### src/rtl/acr_pkg.sv
// Constants, register map and rate tables for the converter clock and rate control
package acr_pkg;

	// ------------------------------------------------------------------
	// Bus and register map
	// ------------------------------------------------------------------
	localparam int          ACR_ADDR_W       = 12;
	localparam logic [11:0] ACR_ADDR_REF     = 12'h000;
	localparam logic [11:0] ACR_ADDR_RATE    = 12'h004;
	localparam logic [11:0] ACR_ADDR_CTRL    = 12'h008;
	localparam logic [11:0] ACR_ADDR_STATUS  = 12'h00c;
	localparam logic [11:0] ACR_ADDR_OSR     = 12'h010;
	localparam logic [11:0] ACR_ADDR_COUNT   = 12'h014;

	// ------------------------------------------------------------------
	// Field positions
	// ------------------------------------------------------------------
	localparam int ACR_REF_NBUF_BIT  = 0;
	localparam int ACR_REF_PBUF_BIT  = 1;
	localparam int ACR_REF_SEL_LSB   = 2;
	localparam int ACR_RATE_CODE_LSB = 0;
	localparam int ACR_RATE_CLK_BIT  = 4;
	localparam int ACR_CTRL_START    = 0;
	localparam int ACR_CTRL_CONT     = 1;
	localparam int ACR_CTRL_STOP     = 2;
	localparam int ACR_CTRL_RESET    = 3;
	localparam int ACR_ST_BUSY       = 0;
	localparam int ACR_ST_DRDY       = 1;
	localparam int ACR_ST_FIRST      = 2;
	localparam int ACR_ST_N50        = 3;
	localparam int ACR_ST_N60        = 4;

	// ------------------------------------------------------------------
	// Reset values and encodings
	// ------------------------------------------------------------------
	localparam logic [3:0]  ACR_REF_RST       = 4'h3;
	localparam logic [3:0]  ACR_RATE_RST      = 4'h4;
	localparam logic [3:0]  ACR_RATE_MAX      = 4'hd;
	localparam logic [1:0]  ACR_REFSEL_EXT0   = 2'h0;
	localparam logic [1:0]  ACR_REFSEL_EXT1   = 2'h1;
	localparam logic [1:0]  ACR_REFSEL_INT    = 2'h2;
	localparam logic [3:0]  ACR_DIV_LAST      = 4'hf;
	localparam logic [15:0] ACR_NOTCH50_MASK  = 16'h003f;
	localparam logic [15:0] ACR_NOTCH60_MASK  = 16'h0057;

	// ------------------------------------------------------------------
	// Oversampling ratio and first-result length per rate code
	// ------------------------------------------------------------------
	localparam logic [16:0] ACR_OSR_TABLE [0:13] = '{
		17'h19000, 17'h0c800, 17'h06400, 17'h03c00, 17'h03200, 17'h01400, 17'h010a8,
		17'h00a00, 17'h00500, 17'h00280, 17'h00140, 17'h00100, 17'h00080, 17'h00040};
	localparam logic [16:0] ACR_FIRST_TABLE [0:13] = '{
		17'h1968f, 17'h0ce8f, 17'h06a8f, 17'h03c4f, 17'h0388f, 17'h01436, 17'h010f7,
		17'h00a36, 17'h00536, 17'h002b6, 17'h00176, 17'h00136, 17'h000b6, 17'h00076};

	typedef enum logic [0:0]
	{
		ACR_IDLE    = 1'b0,
		ACR_CONVERT = 1'b1
	} acr_state_t;

endpackage

### src/rtl/acr_rate_if.sv
// Rate lookup signals between the control core and the rate table
`timescale 1ns/100ps
interface acr_rate_if;
	logic [3:0]  rate_code;
	logic [16:0] osr;
	logic [16:0] first_count;
	logic        notch_50hz;
	logic        notch_60hz;

	modport core (output rate_code, input osr, input first_count, input notch_50hz,
		input notch_60hz);
	modport rom (input rate_code, output osr, output first_count, output notch_50hz,
		output notch_60hz);
endinterface

### src/rtl/acr_rate_rom.sv
// Registered lookup of oversampling ratio, first-result length and line notches
`timescale 1ns/100ps
module acr_rate_rom
	import acr_pkg::*;
(
	// Clock and reset
	input  wire logic      pclk,
	input  wire logic      presetn,
	// Lookup port
	acr_rate_if.rom        rif
);

	// ------------------------------------------------------------------
	// Table read, one cycle latency
	// ------------------------------------------------------------------
	always_ff @(posedge pclk or negedge presetn)
	begin
		if (!presetn)
		begin
			rif.osr         <= ACR_OSR_TABLE[ACR_RATE_RST];
			rif.first_count <= ACR_FIRST_TABLE[ACR_RATE_RST];
			rif.notch_50hz  <= ACR_NOTCH50_MASK[ACR_RATE_RST];
			rif.notch_60hz  <= ACR_NOTCH60_MASK[ACR_RATE_RST];
		end
		else if (rif.rate_code <= ACR_RATE_MAX)
		begin
			rif.osr         <= ACR_OSR_TABLE[rif.rate_code];
			rif.first_count <= ACR_FIRST_TABLE[rif.rate_code];
			rif.notch_50hz  <= ACR_NOTCH50_MASK[rif.rate_code];
			rif.notch_60hz  <= ACR_NOTCH60_MASK[rif.rate_code];
		end
	end
endmodule

### src/rtl/acr_top.sv
// Reference selection, clock source, modulator divider and rate control core
//
// Overview of operation
// - Each reference buffer has its own off bit, where 1 switches the buffer off and 0 on.
// - Software picks external reference pair 0 or pair 1, pair 1 sharing analog input pins.
// - A bit in the rate register picks the internal oscillator or the external clock.
// - Power-up and any reset, by pin or command, return the clock to the internal oscillator.
// - The modulator clock is the selected system clock divided by sixteen.
// - The four-bit rate code sets the ratio, one result per ratio of modulator periods.
// - Codes 0 to 13 map to ratios 102400 down to 64 as tabulated.
// - The output rate follows the selected clock frequency in proportion.
// - The filter gives a settled result within a single conversion.
// - Notch flags show 50 and 60 Hz rejection for the rate in use.
// - Reference select value 10 routes the internal reference to the converter.
// - The first result after a start takes the longer first-result period count.
//
// The address map and the APB slave port were chosen for this implementation.
`timescale 1ns/100ps
module acr_top
	import acr_pkg::*;
(
	// Clock and reset
	input  wire logic                  pclk,
	input  wire logic                  presetn,
	// APB slave
	input  wire logic                  psel,
	input  wire logic                  penable,
	input  wire logic                  pwrite,
	input  wire logic [ACR_ADDR_W-1:0] paddr,
	input  wire logic [31:0]           pwdata,
	output logic      [31:0]           prdata,
	output logic                       pready,
	output logic                       pslverr,
	// System clock sources, one-cycle ticks
	input  wire logic                  int_osc_tick,
	input  wire logic                  ext_clk_tick,
	// Reference control
	output logic                       pos_ref_buffer_off,
	output logic                       neg_ref_buffer_off,
	output logic      [1:0]            reference_select,
	output logic                       ref_use_ext0,
	output logic                       ref_use_ext1,
	output logic                       ref_use_internal,
	// Clock and conversion status
	output logic                       ext_clk_selected,
	output logic                       mod_clk_tick,
	output logic                       sample_strobe,
	output logic                       conv_busy,
	output logic                       notch_50hz,
	output logic                       notch_60hz
);

	// ------------------------------------------------------------------
	// Declarations
	// ------------------------------------------------------------------
	acr_rate_if rif ();

	logic [3:0]  ref_ctrl_reg;
	logic [3:0]  rate_code_reg;
	logic        ext_sel_reg;
	logic        cont_reg;
	logic [3:0]  div_cnt_reg;
	logic [16:0] mod_cnt_reg;
	logic        first_reg;
	logic        drdy_reg;
	logic [15:0] samp_cnt_reg;
	logic [31:0] prdata_reg;
	logic        mod_tick_reg;
	logic        strobe_reg;
	acr_state_t  state_reg;

	logic        wr_access, rd_setup, rd_access, addr_hit;
	logic        wr_ref, wr_rate, wr_ctrl;
	logic        cmd_start, cmd_stop, cmd_reset, rate_valid;
	logic        sel_tick, mod_tick, conv_done, restart;
	logic [16:0] target;

	// ------------------------------------------------------------------
	// Bus decode
	// ------------------------------------------------------------------
	always_comb
	begin
		case (paddr)
			ACR_ADDR_REF, ACR_ADDR_RATE, ACR_ADDR_CTRL,
			ACR_ADDR_STATUS, ACR_ADDR_OSR, ACR_ADDR_COUNT: addr_hit = 1'b1;
			default:                                       addr_hit = 1'b0;
		endcase
	end

	assign wr_access  = psel & penable & pwrite & addr_hit;
	assign rd_setup   = psel & ~penable & ~pwrite;
	assign rd_access  = psel & penable & ~pwrite;
	assign wr_ref     = wr_access & (paddr == ACR_ADDR_REF);
	assign wr_rate    = wr_access & (paddr == ACR_ADDR_RATE);
	assign wr_ctrl    = wr_access & (paddr == ACR_ADDR_CTRL);
	assign cmd_start  = wr_ctrl & pwdata[ACR_CTRL_START];
	assign cmd_stop   = wr_ctrl & pwdata[ACR_CTRL_STOP];
	assign cmd_reset  = wr_ctrl & pwdata[ACR_CTRL_RESET];
	assign rate_valid = pwdata[ACR_RATE_CODE_LSB+:4] <= ACR_RATE_MAX;

	// Zero wait states, error on unmapped address
	assign pready  = 1'b1;
	assign pslverr = psel & penable & ~addr_hit;
	assign prdata  = prdata_reg;

	// ------------------------------------------------------------------
	// Reference control register
	// ------------------------------------------------------------------
	always_ff @(posedge pclk or negedge presetn)
	begin
		if (!presetn)
			ref_ctrl_reg <= ACR_REF_RST;
		else if (cmd_reset)
			ref_ctrl_reg <= ACR_REF_RST;
		else if (wr_ref)
			ref_ctrl_reg <= pwdata[3:0];
	end

	// Buffer off bits, active low enables
	assign pos_ref_buffer_off = ref_ctrl_reg[ACR_REF_PBUF_BIT];
	assign neg_ref_buffer_off = ref_ctrl_reg[ACR_REF_NBUF_BIT];
	assign reference_select   = ref_ctrl_reg[ACR_REF_SEL_LSB+:2];

	// Reference multiplexer, reserved value 11 falls back to pair 0
	always_comb
	begin
		ref_use_ext0     = 1'b0;
		ref_use_ext1     = 1'b0;
		ref_use_internal = 1'b0;
		case (reference_select)
			ACR_REFSEL_EXT1: ref_use_ext1     = 1'b1;
			ACR_REFSEL_INT:  ref_use_internal = 1'b1;
			default:         ref_use_ext0     = 1'b1;
		endcase
	end

	// ------------------------------------------------------------------
	// Rate register and clock source
	// ------------------------------------------------------------------
	always_ff @(posedge pclk or negedge presetn)
	begin
		if (!presetn)
			rate_code_reg <= ACR_RATE_RST;
		else if (cmd_reset)
			rate_code_reg <= ACR_RATE_RST;
		else if (wr_rate && rate_valid)
			rate_code_reg <= pwdata[ACR_RATE_CODE_LSB+:4];
	end

	always_ff @(posedge pclk or negedge presetn)
	begin
		if (!presetn)
			ext_sel_reg <= 1'b0;
		else if (cmd_reset)
			ext_sel_reg <= 1'b0;
		else if (wr_rate)
			ext_sel_reg <= pwdata[ACR_RATE_CLK_BIT];
	end

	assign ext_clk_selected = ext_sel_reg;
	assign rif.rate_code    = rate_code_reg;
	assign notch_50hz       = rif.notch_50hz;
	assign notch_60hz       = rif.notch_60hz;

	acr_rate_rom u_rom
	(
		.pclk    (pclk),
		.presetn (presetn),
		.rif     (rif.rom)
	);

	// ------------------------------------------------------------------
	// Modulator clock divider
	// ------------------------------------------------------------------
	assign sel_tick = ext_sel_reg ? ext_clk_tick : int_osc_tick;
	assign mod_tick = sel_tick && (div_cnt_reg == ACR_DIV_LAST);

	always_ff @(posedge pclk or negedge presetn)
	begin
		if (!presetn)
			div_cnt_reg <= '0;
		else if (cmd_reset)
			div_cnt_reg <= '0;
		else if (sel_tick)
			div_cnt_reg <= div_cnt_reg + 4'h1;
	end

	always_ff @(posedge pclk or negedge presetn)
	begin
		if (!presetn)
			mod_tick_reg <= 1'b0;
		else
			mod_tick_reg <= mod_tick;
	end

	assign mod_clk_tick = mod_tick_reg;

	// ------------------------------------------------------------------
	// Conversion sequencing
	// ------------------------------------------------------------------
	assign target    = first_reg ? rif.first_count : rif.osr;
	assign conv_done = (state_reg == ACR_CONVERT) && mod_tick
		&& (mod_cnt_reg == 17'(target - 17'h1));
	assign restart   = cmd_start || cmd_reset || (wr_rate && state_reg == ACR_CONVERT);

	always_ff @(posedge pclk or negedge presetn)
	begin
		if (!presetn)
			state_reg <= ACR_IDLE;
		else if (cmd_reset || cmd_stop)
			state_reg <= ACR_IDLE;
		else if (cmd_start)
			state_reg <= ACR_CONVERT;
		else
		begin
			case (state_reg)
				ACR_IDLE:    state_reg <= ACR_IDLE;
				ACR_CONVERT: if (conv_done && !cont_reg) state_reg <= ACR_IDLE;
				default:     state_reg <= ACR_IDLE;
			endcase
		end
	end

	always_ff @(posedge pclk or negedge presetn)
	begin
		if (!presetn)
			cont_reg <= 1'b0;
		else if (cmd_reset)
			cont_reg <= 1'b0;
		else if (wr_ctrl)
			cont_reg <= pwdata[ACR_CTRL_CONT];
	end

	// Modulator period count, each result built from fresh periods only
	always_ff @(posedge pclk or negedge presetn)
	begin
		if (!presetn)
			mod_cnt_reg <= '0;
		else if (restart || cmd_reset || conv_done)
			mod_cnt_reg <= '0;
		else if (state_reg == ACR_CONVERT && mod_tick)
			mod_cnt_reg <= mod_cnt_reg + 17'h1;
	end

	// First result after a start or a rate change runs longer
	always_ff @(posedge pclk or negedge presetn)
	begin
		if (!presetn)
			first_reg <= 1'b1;
		else if (restart || cmd_reset)
			first_reg <= 1'b1;
		else if (conv_done)
			first_reg <= 1'b0;
	end

	always_ff @(posedge pclk or negedge presetn)
	begin
		if (!presetn)
			strobe_reg <= 1'b0;
		else
			strobe_reg <= conv_done && !restart;
	end

	assign sample_strobe = strobe_reg;
	assign conv_busy     = (state_reg == ACR_CONVERT);

	// Result ready flag, a new result wins over the read clear
	always_ff @(posedge pclk or negedge presetn)
	begin
		if (!presetn)
			drdy_reg <= 1'b0;
		else if (conv_done && !restart)
			drdy_reg <= 1'b1;
		else if (cmd_reset || (rd_access && paddr == ACR_ADDR_STATUS))
			drdy_reg <= 1'b0;
	end

	always_ff @(posedge pclk or negedge presetn)
	begin
		if (!presetn)
			samp_cnt_reg <= '0;
		else if (cmd_reset)
			samp_cnt_reg <= '0;
		else if (conv_done && !restart)
			samp_cnt_reg <= samp_cnt_reg + 16'h1;
	end

	// ------------------------------------------------------------------
	// Read data, captured in the setup phase
	// ------------------------------------------------------------------
	always_ff @(posedge pclk or negedge presetn)
	begin
		if (!presetn)
			prdata_reg <= '0;
		else if (rd_setup)
		begin
			prdata_reg <= '0;
			case (paddr)
				ACR_ADDR_REF:    prdata_reg[3:0] <= ref_ctrl_reg;
				ACR_ADDR_RATE:   prdata_reg[4:0] <= {ext_sel_reg, rate_code_reg};
				ACR_ADDR_CTRL:   prdata_reg[ACR_CTRL_CONT] <= cont_reg;
				ACR_ADDR_STATUS: prdata_reg[4:0] <= {rif.notch_60hz, rif.notch_50hz,
					first_reg, drdy_reg, conv_busy};
				ACR_ADDR_OSR:    prdata_reg[16:0] <= rif.osr;
				ACR_ADDR_COUNT:  prdata_reg[15:0] <= samp_cnt_reg;
				default:         prdata_reg <= '0;
			endcase
		end
	end
endmodule

### config.mk
export PLATFORM = sky130hd
export DESIGN_NAME = acr_top
export DESIGN_NICKNAME = d
export VERILOG_FILES = /design/src/rtl/acr_pkg.sv /design/src/rtl/acr_rate_if.sv /design/src/rtl/acr_rate_rom.sv /design/src/rtl/acr_top.sv
export SDC_FILE = /design/constraint.sdc
export NUM_CORES = 1
export LEC_CHECK = 0
export BUFFER_PORTS_ARGS = -buffer_cell sky130_fd_sc_hd__buf_2
export CAP_MARGIN = 15
export CORE_ASPECT_RATIO = 0.6
export CORE_MARGIN = 2
export CORE_UTILIZATION = 41
export DETAILED_ROUTE_END_ITERATION = 16
export HOLD_SLACK_MARGIN = 0.15
export PLACE_DENSITY = 0.71
export SLEW_MARGIN = 20
export SYNTH_ARGS = -nofsm -noshare
export SYNTH_HDL_FRONTEND = slang
export SYNTH_SLANG_ARGS = --single-unit
### constraint.sdc
create_clock -name pclk -period 4 [get_ports pclk]
set_input_delay 0.8 -clock pclk [delete_from_list [all_inputs] [get_ports pclk]]
set_output_delay 0.8 -clock pclk [all_outputs]
set_load 0.005 [all_outputs]
=== Word level (Yosys, flattened, before mapping) ===
Memory sizes are Yosys's and may differ from the RTL's. A register that Yosys moved wholly into a read port is not among the register bits.
Cells that the tools add are included.

* Word-level logic and storage cells: 116
* ROM bits: 576
* Bits of input ports: 51
* Memories kept: 4
* Flip-flop bits (word level): 69

* Muxes and demuxes: 34
* Equal/unequal tests: 9
* Bitwise logic cells: 18
* Reduce and logical (&&, ||, !) cells: 32
* Add/subtract/negate cells: 4
* Order comparisons: 2

{| class="wikitable"
|+ Memory list
! name !! words !! width !! rd ports !! clocked after Yosys merged registers in !! write ports !! RTL line !! RTL
|-
| (no name shown) || 16 || 17 || 1 || 1 || 0 || acr_rate_rom.sv:28 || <nowiki>rif.first_count <= ACR_FIRST_TABLE[rif.rate_code];</nowiki>
|-
| (no name shown) || 16 || 17 || 1 || 1 || 0 || acr_rate_rom.sv:27 || <nowiki>rif.osr <= ACR_OSR_TABLE[rif.rate_code];</nowiki>
|-
| (no name shown) || 16 || 1 || 1 || 1 || 0 || acr_rate_rom.sv:29 || <nowiki>rif.notch_50hz <= ACR_NOTCH50_MASK[rif.rate_code];</nowiki>
|-
| (no name shown) || 16 || 1 || 1 || 1 || 0 || acr_rate_rom.sv:30 || <nowiki>rif.notch_60hz <= ACR_NOTCH60_MASK[rif.rate_code];</nowiki>
|}

{| class="wikitable"
|+ Operators with widths
! operator !! count
|-
| 2-to-1 mux 17 bit || 3
|-
| 2-to-1 mux 16 bit || 2
|-
| == test 12 x 4 -> 1 bit (second input constant) || 2
|-
| == test 12 x 5 -> 1 bit (second input constant) || 2
|-
| 2-to-1 mux 4 bit || 6
|-
| one-hot mux 11 bit (2 select lines) || 1
|-
| nonzero test 2 bit || 9
|-
| adder 17 x 1 -> 17 bit (second input constant) || 1
|-
| == test 17 bit || 1
|-
| 2-to-1 mux 1 bit || 17
|-
| subtractor 17 x 1 -> 17 bit (second input constant) || 1
|-
| adder 16 x 1 -> 16 bit (second input constant) || 1
|-
| AND 1 bit || 13
|-
| == test 12 x 3 -> 1 bit (second input constant) || 1
|-
| logical NOT 12 bit || 1
|-
| one-hot mux 2 bit (5 select lines) || 1
|-
| less-or-equal comparator 4 bit (second input constant) || 2
|-
| logical AND 1 bit || 8
|-
| logical NOT 1 bit || 6
|-
| logical OR 1 bit || 6
|-
| one-hot mux 1 bit (6 select lines) || 1
|-
| OR reduction 6 bit || 1
|-
| NOT 4 -> 5 bit || 1
|-
| one-hot mux 1 bit (5 select lines) || 1
|-
| 8 further kinds || 11
|}

=== Longest topological paths before layout ===
Gate-level depths: netlist of run 1.

* Word-level depth: 12
* Gate-level depth with buffers: 10
* Depth with buffers taken out: 8

=== Hierarchy ===
From an unflattened synthesis of run 1, not the netlist that was laid out.

* Cells, all modules: 644
* Area total of the unflattened synthesis: 5,826.8 um^2

{| class="wikitable"
|+ Modules (own cells, without submodules)
! module !! sequential area each (um^2) !! area each (um^2) !! instances !! cells an instance
|-
| acr_top || 1,731.7 || 4,586.9 || 1 || 519
|-
| acr_rate_rom || 561.8 || 1,239.9 || 1 || 125
|}

=== Worst setup path after synthesis of run 1 ===
OpenSTA, ideal clock, no wires.

* Path type: register -> register
* From: reg first_reg
* To: reg samp_cnt_reg[11]
* Arrival time: 2,804 ps
* Required time: 3,934 ps
* Cell stages (with the launch flop): 10
* Path slack: 1,130 ps
* Path buffers: 3
* Setup time: 66 ps
* Path through: dfstp_2 buf_2 or4_1 buf_2 or4_4 a2111oi_4 o2111ai_1 buf_2 or4_1 nand2_1

* Word-level cells in the longest chain between the ends: 6

{| class="wikitable"
|+ Ends and longest elaborated chain
! item !! RTL line !! RTL
|-
| from (decl) || acr_top.sv:64 || <nowiki>logic first_reg;</nowiki>
|-
| from (signal assigned) || acr_top.sv:249 || <nowiki>first_reg <= 1'b1;</nowiki>
|-
| from (signal assigned) || acr_top.sv:251 || <nowiki>first_reg <= 1'b1;</nowiki>
|-
| from (signal assigned) || acr_top.sv:253 || <nowiki>first_reg <= 1'b0;</nowiki>
|-
| 2-to-1 mux 17 bit || acr_top.sv:201 || <nowiki>assign target = first_reg ? rif.first_count : rif.osr;</nowiki>
|-
| subtractor 17 x 1 -> 17 bit || acr_top.sv:203 || <nowiki>&& (mod_cnt_reg == 17'(target - 17'h1));</nowiki>
|-
| == test 17 bit || acr_top.sv:203 ||
|-
| logical AND 1 bit || acr_top.sv:203 ||
|-
| logical AND 1 bit || acr_top.sv:284 || <nowiki>else if (conv_done && !restart)</nowiki>
|-
| nonzero test 2 bit (no line) || - ||
|-
| to (signal assigned) || acr_top.sv:285 || <nowiki>samp_cnt_reg <= samp_cnt_reg + 16'h1;</nowiki>
|-
| to (decl) || acr_top.sv:66 || <nowiki>logic [15:0] samp_cnt_reg;</nowiki>
|}

No other way between the ends.
A chain may end at the register's enable or synchronous reset.

=== Worst setup path after layout of run 1 ===
* From: reg first_reg
* To: reg mod_cnt_reg[16]

* Word-level cells in the longest chain between the ends: 6
* Elaborated cells between the ends (all ways): 7

{| class="wikitable"
|+ Ends and longest elaborated chain
! item !! RTL line !! RTL
|-
| 2-to-1 mux 17 bit * || acr_top.sv:201 ||
|-
| subtractor 17 x 1 -> 17 bit * || acr_top.sv:203 ||
|-
| == test 17 bit * || acr_top.sv:203 ||
|-
| logical AND 1 bit * || acr_top.sv:203 ||
|-
| logical OR 1 bit * || acr_top.sv:239 || <nowiki>else if (restart || cmd_reset || conv_done)</nowiki>
|-
| 2-to-1 mux 17 bit / nonzero test 2 bit (equally long branches) || - ||
|-
| to (signal assigned) || acr_top.sv:242 || <nowiki>mod_cnt_reg <= mod_cnt_reg + 17'h1;</nowiki>
|-
| to (decl) || acr_top.sv:63 || <nowiki>logic [16:0] mod_cnt_reg;</nowiki>
|}

Mark *: on every way between the ends. The rest lies on a longest branch, timed or not.

==> flow_summary.ini, run 1 <==
[outcome]
status = finished clean

[placement]
place.gp.congestion = 0.916
post-dp-hpwl_microns = 9450
io_buffers = 54

[critical_path]
max_stage_delay_ns = 0.71
crit_fanout = 17
path_delay_family = simple AND/OR/NAND/NOR gates
crit_cells = 7
end_kind = register
cp-startpoint = first_reg
cp_data_required_time_ns = 4.20
crit_path_end = mod_cnt_reg[16]
path_class = reg -> reg
timing.rr.end = mod_cnt_reg[16]
cpMaxStageDelayCell = or4_1
crit_path_start_kind = register
cp_num_buf_inv = 0
path_cells = or4_1, nor4_1, o2111ai_1, a2111oi_4, o211ai_1, nand2_1, nor2_1
cp.arrival_ns = 3.53
r2r-start = first_reg
reg2reg_depth = 7
r2r_slack_ns = 0.68

[clock_tree]
hold_buffers = 0
cts_tree = built
clkLatencyLatePin_ns = 0.35
cts.sinks = 91
clock_path_buffers = 2
cts_max_level = 3
cts_root_buf = clkbuf_16
cts_setup_buffers = 0
clkTransAtPathRegs_ns = 0.06
ctsResizeCount = 0
numCtsBuffers = 9

[logic_synthesis]
synth.distinct_cells = 57
synth.yosys.seq_area_share = 0.439
synthTopCellsByArea = dfrtp_1 37%, dfstp_2 6.5%, nand2_1 6.2%
yosysTopAreaCellShare = 0.373
async_flop_share = 1.00
netlist_instances = 577
synth_area_per_cell_sq_um = 9.06
ys_warn_count = 0
synth_ff_type = dfrtp_1
yosysTopAreaCell = dfrtp_1
ys_ff_latch = 91
synth_area_sq_mm = 0.00523
synth-edff-count = 0

[grt]
track_usage = 0.197
antenna_found_initial = 0
grt_pass1_wl_microns = 21400
overflow = 0
grt_max_degree = 79
grt_pass1_vias = 4241

[pwr]
power_leakage_nw = 2.63
p_total_mw = 2.08
vdd_drop_max_mv = 0.217
power.density_mw_per_mm2 = 355

[route]
vias_per_cell = 5.57
drc = 0
routed-via-count = 4386
firstDrtPassIters = 4
final_antenna_net_count = 0
wl_microns = 12700
drt_iter0_markers = 253
routedWlPerCell_microns = 16.1

[sta]
setup-tns-final_ns = 0
drv_slew = 0
finalSetupViolCount = 0
rsz0062_at_grt = no
fmax_mhz = 301
fin_crit_ns = 3.32
tightestPinTransition_ns = 1.00
slew_headroom = 0.327
hold_viol = 0
fin_worst_skew_ns = 0.00843
fin_crit_sh = 0.831

[floorplan]
die_h_microns = 91.5
io_pins = 98
std_cell_rows = 31
coreArea_sq_mm = 0.0123
dieArea_sq_mm = 0.0137
die_w_microns = 150
initial_core_util = 0.426

[run]
maxCapViolCount = 0

[min_path]
hp-class = in -> async

[cells_and_area]
num_antenna_cells = 0
areaGrowthSynthToFinish_pct = 12.3
drive_above_1_share = 0.167
layout.nets = 678
cell type report:
| class | instances | area (sq um) |
|---|---|---|
| repair buffers | 60 | 322 |
| flip-flops and latches | 91 | 2290 |
| clock buffers | 10 | 229 |
| multi-input cells | 441 | 2700 |
| inverters | 14 | 52.6 |
| fillers | 1214 | 6390 |
| clock inverters | 6 | 66.3 |
| well taps | 165 | 206 |
cells by family after synthesis:
logic type,share of synthesized area
simple gates,0.239
compound gates,0.133
flops,0.439
buf+inv,0.0551
xor+xnor,0.0570
mux,0.0517
fa+ha+maj,0.0239
other cells,0.00144
synth_stat cells, drive strengths merged (12+ instances only):
master and number:
a21oi 21, a22oi 14, buf 23, clkbuf 22
dfrtp 78, dfstp 13, inv 14, mux2i 18
nand2 87, nand3 23, nor2 56, o211ai 14
o21ai 31, or4 12, xnor2 17, xor2 17
how the worst min path moves through the flow:
stage | slack [ns] | endpoint | from | cells after the start
6_report | 0.46 | mod_cnt_reg[15] | presetn | 1
5_1_grt | 0.50 | prdata[9] | prdata[9] | 2
4_1_cts | 0.47 | u_rom.rif.first_count[7] | u_rom.rif.first_count[7] | 2
3_5_place_dp | 0.46 | u_rom.rif.first_count[7] | u_rom.rif.first_count[7] | 2
3_3_place_gp | 0.46 | prdata[16] | prdata[16] | 2
2_1_floorplan | 0.45 | u_rom.rif.first_count[7] | u_rom.rif.first_count[7] | 2
routing by layer:
metal	wire length, microns	part of all wire	global-route usage
met5	0	0	0
met3	940	0.074	0.0538
met4	70	0.0055	0.0330
met2	5250	0.41	0.285
met1	6450	0.51	0.296
stage by stage:
step / cell area, sq um / worst slack [ns] / utilization / hold slack (ns) / cells
6_report: 5870 / 0.676 / 0.479 / 0.461 / 787
5_1_grt: 5870 / 0.457 / 0.479 / 0.497 / 787
4_1_cts: 5860 / 0.705 / 0.478 / 0.473 / 787
3_5_place_dp: 5570 / 0.568 / 0.454 / 0.464 / 771
3_3_place_gp: 5570 / 0.697 / 0.454 / 0.459 / 771
2_1_floorplan: 5280 / 1.13 / - / 0.451 / 591
where the power goes:
group / total [mW] / switching, mW / internal [mW] / leakage (nW)
combinational: 0.217 / 0.125 / 0.0919 / 1.30
sequential: 1.01 / 0.0442 / 0.967 / 1.19
clock: 0.855 / 0.369 / 0.486 / 0.135
placed cells by master, fill, tap and decap left out, types with 5 or more instances in the layout:
cell,instances
nand2_1,87
dfrtp_1,78
nor2_1,56
buf_2,53
o21ai_0,31
nand3_1,23
a21oi_1,21
mux2i_1,18
xnor2_1,17
xor2_1,17
conb_1,16
inv_1,14
o211ai_1,14
a22oi_1,14
dfstp_2,13
or4_1,11
and3_1,10
nand2b_1,10
ha_1,10
nor3_1,9
clkbuf_16,9
nor4_1,8
nor2b_1,6
mux2_2,6
buf_4,6
nand4_1,5
a21o_1,5
Note: power is estimated with default switching activity, not from simulation.
==> run 2, diff against run 1 <==
- PLACE_DENSITY: 0.71 -> 0.73
- clock period: 4 -> 2.95 ns (I/O delays scaled with it)
==> flow_summary.ini, run 2 (synthesis gave the netlist of run 1 again) <==
[cells_and_area]
areaGrowthSynthToFinish_pct = 18.4
n_fill_cell = 1138
finalNonFillerCells = 817
drive_above_1_share = 0.218
final_common_cell = nand2_1
num_antenna_cells = 0
mostFrequentLayoutCells = 87 x nand2_1, 78 x dfrtp_1, 55 x nor2_1, 54 x buf_2, 33 x buf_4
seqCellArea_sq_mm = 0.00229
layout.nets = 708
multi_input_area_sq_mm = 0.00278

[sta]
hold_viol = 0
setup-tns-final_ns = -0.169
setup_slack_ns = -0.0475
fmax_mhz = 334
slew_headroom = 0.528
fin_worst_skew_ns = 0.00697
fin_crit_ns = 3.00
rsz0062_at_grt = yes
drv_slew = 0
tightestPinTransition_ns = 0.701
holdWs_ns = 0.258
fin_crit_sh = 1.02
finalSetupViolCount = 7

[route]
drc = 0
drt_iter0_markers = 367
wl_microns = 13800
routed-via-count = 4612
routedWlPerCell_microns = 16.9
final_antenna_net_count = 0
vias_per_cell = 5.65
firstDrtPassIters = 5

[pwr]
p_total_mw = 2.86
switching_share = 0.256
power.density_mw_per_mm2 = 463
vdd_drop_max_mv = 0.334
pwr-share-seq = 0.479
comb_power_share = 0.112
switchingPower_mw = 0.733
power_leakage_nw = 2.80
p_clk_frac = 0.409
p_int_mw = 2.13

[floorplan]
die_h_microns = 91.5
coreArea_sq_mm = 0.0123
std_cell_rows = 31
initial_core_util = 0.426
io_pins = 98
dieArea_sq_mm = 0.0137
die_w_microns = 150

[clock_tree]
clkTransAtPathRegs_ns = 0.07
clkLatencyLatePin_ns = 0.35
cts_root_buf = clkbuf_16
clock_path_buffers = 2
numCtsBuffers = 9
cts_max_level = 3
hold_buffers = 0
cts_tree = built
cts.sinks = 91

[min_path]
hp-class = in -> async

[grt]
antenna_found_initial = 0
grt_pass1_wl_microns = 22300
grt_pass1_vias = 4381
overflow = 0
track_usage = 0.209
grt_max_degree = 48

[placement]
post-dp-hpwl_microns = 10000
placed_cells = 795
place.gp.congestion = 0.876
pre_cts_slack_ns = -0.290
io_buffers = 54

[critical_path]
max_stage_delay_ns = 0.60
path_class = reg -> reg
end_kind = register
cp_num_buf_inv = 2
crit_path_start_kind = register
r2r-start = first_reg
r2r_slack_ns = -0.05
cpMaxStageDelayCell = or4_4
path_cells = or4_4, or4_4, a2111oi_4, buf_4, o2111ai_4, buf_4, nor3_2, mux2i_1
cp.arrival_ns = 3.26
cp-startpoint = first_reg
cp_data_required_time_ns = 3.22
crit_fanout = 11
path_delay_family = simple AND/OR/NAND/NOR gates

[outcome]
status = finished with violations
violations = negative setup slack

[run]
maxCapViolCount = 0
[run 2: cell type report]
cell class                      count  share of cell area
Clock inverter                      4             0.00829
Multi-Input combinational cell    441               0.449
Timing Repair Buffer               90              0.0906
Inverter                           14             0.00849
Clock buffer                       12              0.0398
Tap cell                          165              0.0334
Sequential cell                    91               0.371
[run 2: through the flow]
step / instance area, sq um / utilization
after floorplan: 5280 / -
after global placement: 5760 / 0.470
after detailed placement: 5760 / 0.470
after CTS: 6110 / 0.498
after global routing: 6190 / 0.505
final: 6190 / 0.505
[run 2: final timing paths]
| kind | end | cells past startpoint |
|---|---|---|
| worst max-delay path | samp_cnt_reg[14] | 8 |
| worst min-delay path | sample_strobe | 1 |
| worst max register to register | samp_cnt_reg[14] | 8 |
| worst min register to register | prdata[7] | 2 |
| max in group asynchronous | u_rom.rif.first_count[7] | 2 |
| min in group pclk | prdata[7] | 2 |
[run 2: routing by layer]
layer  up-vias  GRT usage  share of wire
met5         -          0              0
met4         0     0.0503          0.011
met3        17     0.0538          0.083
met2       190      0.302           0.43
met1      2264      0.310           0.48
li1       2141          -              -
[run 2: power groups by stage]
stage | sequential, mW | combinational (mW) | clock, mW
after global routing | 1.38 | 0.356 | 1.24
after floorplan | 1.37 | 0.217 | 0
after global placement | 1.39 | 0.286 | 0
final | 1.37 | 0.320 | 1.17
after detailed placement | 1.39 | 0.302 | 0
after CTS | 1.37 | 0.310 | 1.19
[run 2: repair_timing]
item / 4_1_cts / 5_1_grt
pin swaps: 1 / 7
endpoints found under the setup margin: 32 / 33
buffers inserted: 1 / 4
gates resized for setup: 6 / 10
gates cloned: 0 / 1
==> run 3, diff against run 2 <==
- CORE_ASPECT_RATIO: 0.6 -> 0.5
- TNS_END_PERCENT: not set -> 10
==> flow_summary.ini, run 3 (synthesis gave the netlist of run 1 again) <==
[cells_and_area]
drive_above_1_share = 0.231
areaGrowthSynthToFinish_pct = 20.0
n_fill_cell = 1135
finalNonFillerCells = 823
layout.nets = 709
mostFrequentLayoutCells = 84 x nand2_1, 78 x dfrtp_1, 56 x nor2_1, 53 x buf_2, 31 x o21ai_0
final_common_cell = nand2_1
num_antenna_cells = 0

[placement]
placed_cells = 801
place.gp.congestion = 0.851
post-dp-hpwl_microns = 9180
io_buffers = 54
pre_cts_slack_ns = -0.200

[clock_tree]
numCtsBuffers = 9
cts.sinks = 91
clkTransAtPathRegs_ns = 0.07
cts_root_buf = clkbuf_16
cts_tree = built
clock_path_buffers = 2
clkLatencyLatePin_ns = 0.35
cts_max_level = 3

[sta]
finalSetupViolCount = 10
hold_viol = 0
fin_worst_skew_ns = 0.00684
slew_headroom = 0.525
drv_slew = 0
fin_crit_ns = 3.01
rsz0062_at_grt = yes
tightestPinTransition_ns = 0.713
fin_crit_sh = 1.02
setup_slack_ns = -0.0576
fmax_mhz = 332

[critical_path]
crit_fanout = 5
r2r_slack_ns = -0.06
cp_common_cell = buf_6
cp_data_required_time_ns = 3.24
max_stage_delay_ns = 0.56
path_cells = buf_6, mux2_4, or4_4, a2111oi_4, o2111ai_4, buf_6, or4_1, nand2_1
end_kind = register
timing.rr.end = samp_cnt_reg[2]
cpMaxStageDelayCell = dfstp_2
reg2reg_depth = 8
path_class = reg -> reg
cp.arrival_ns = 3.29
cp-startpoint = first_reg
crit_path_start_kind = register
r2r-start = first_reg

[grt]
grt_pass1_wl_microns = 21900
overflow = 0
track_usage = 0.202
grt_pass1_vias = 4357
grt_max_degree = 49
antenna_found_initial = 0

[outcome]
violations = negative setup slack
status = finished with violations

[floorplan]
die_w_microns = 164
coreArea_sq_mm = 0.0126
std_cell_rows = 29
initial_core_util = 0.416
io_pins = 98
die_h_microns = 83.8
dieArea_sq_mm = 0.0137

[route]
wl_microns = 13400
routed-via-count = 4535
vias_per_cell = 5.51
routedWlPerCell_microns = 16.3
firstDrtPassIters = 5
drc = 0
final_antenna_net_count = 0
drt_iter0_markers = 392

[min_path]
hp-class = in -> async

[pwr]
vdd_drop_max_mv = 0.308
power.density_mw_per_mm2 = 457
power_leakage_nw = 2.84

[run]
maxCapViolCount = 0
run 3: cell types whose count changed in the layout (fill, tap and decap cells not counted), sizes merged:
cell and change:
clkinvlp +2, clkinv -1, inv +2, buf +1, clkbuf -3
run 3: timing repair:
item                                    4_1_cts  5_1_grt
gates resized for setup                       3       32
pin swaps                                     3       22
endpoints found under the setup margin       10       16
gates cloned                                  0        1
hold buffers                                  0        0
setup buffers                                 3        3
hold endpoints to repair                      0        0
run 3: area by class of cell:
class                   instances  area (sq um)  share of cell area
inverters                      14          52.6             0.00838
well taps                     170           213              0.0339
clock inverters                 7          75.1              0.0120
multi-input cells             441          2820               0.450
repair buffers                 91           593              0.0945
clock buffers                   9           225              0.0359
flip-flops and latches         91          2290               0.366
run 3: worst max-delay path, delay by kind of cell (launching register included):
kind,cells,cell delay (ns)
flip-flops,1,0.56
AND/OR/NAND/NOR,3,1.07
multiplexers,1,0.34
buffers and inverters,2,0.28
AO/OA/AOI/OAI,2,0.70
run 3: worst max path at each step:
| stage | slack [ns] | end |
|---|---|---|
| after global routing | -0.14 | samp_cnt_reg[2] |
| final | -0.06 | samp_cnt_reg[2] |
| after CTS | 0.02 | samp_cnt_reg[12] |
| after floorplan | 0.08 | samp_cnt_reg[11] |
| after global placement | -0.11 | samp_cnt_reg[4] |
| after detailed placement | -0.20 | samp_cnt_reg[6] |
run 3: through the flow:
step	utilization	hold WS [ns]	TNS, ns	power (mW)	cell area (sq um)
2_1_floorplan	-	0.294	0	1.59	5280
3_3_place_gp	0.459	0.458	-0.638	1.67	5760
3_5_place_dp	0.459	0.459	-1.35	1.69	5760
4_1_cts	0.487	0.280	0	2.86	6120
5_1_grt	0.500	0.287	-2.27	2.98	6270
6_report	0.500	0.249	-0.114	2.87	6270
run 3: routing by layer:
| layer | vias up | share of wire | global-route usage |
|---|---|---|---|
| met5 | - | 0 | 0 |
| met4 | 0 | 0.028 | 0.0845 |
| met3 | 31 | 0.060 | 0.0427 |
| met2 | 166 | 0.45 | 0.303 |
| met1 | 2195 | 0.47 | 0.283 |
| li1 | 2143 | - | - |
run 3: power by group:
group / total, mW / internal [mW] / leakage [nW] / switching [mW]
sequential: 1.37 / 1.31 / 1.19 / 0.0640
combinational: 0.324 / 0.143 / 1.52 / 0.181
clock: 1.17 / 0.661 / 0.138 / 0.509
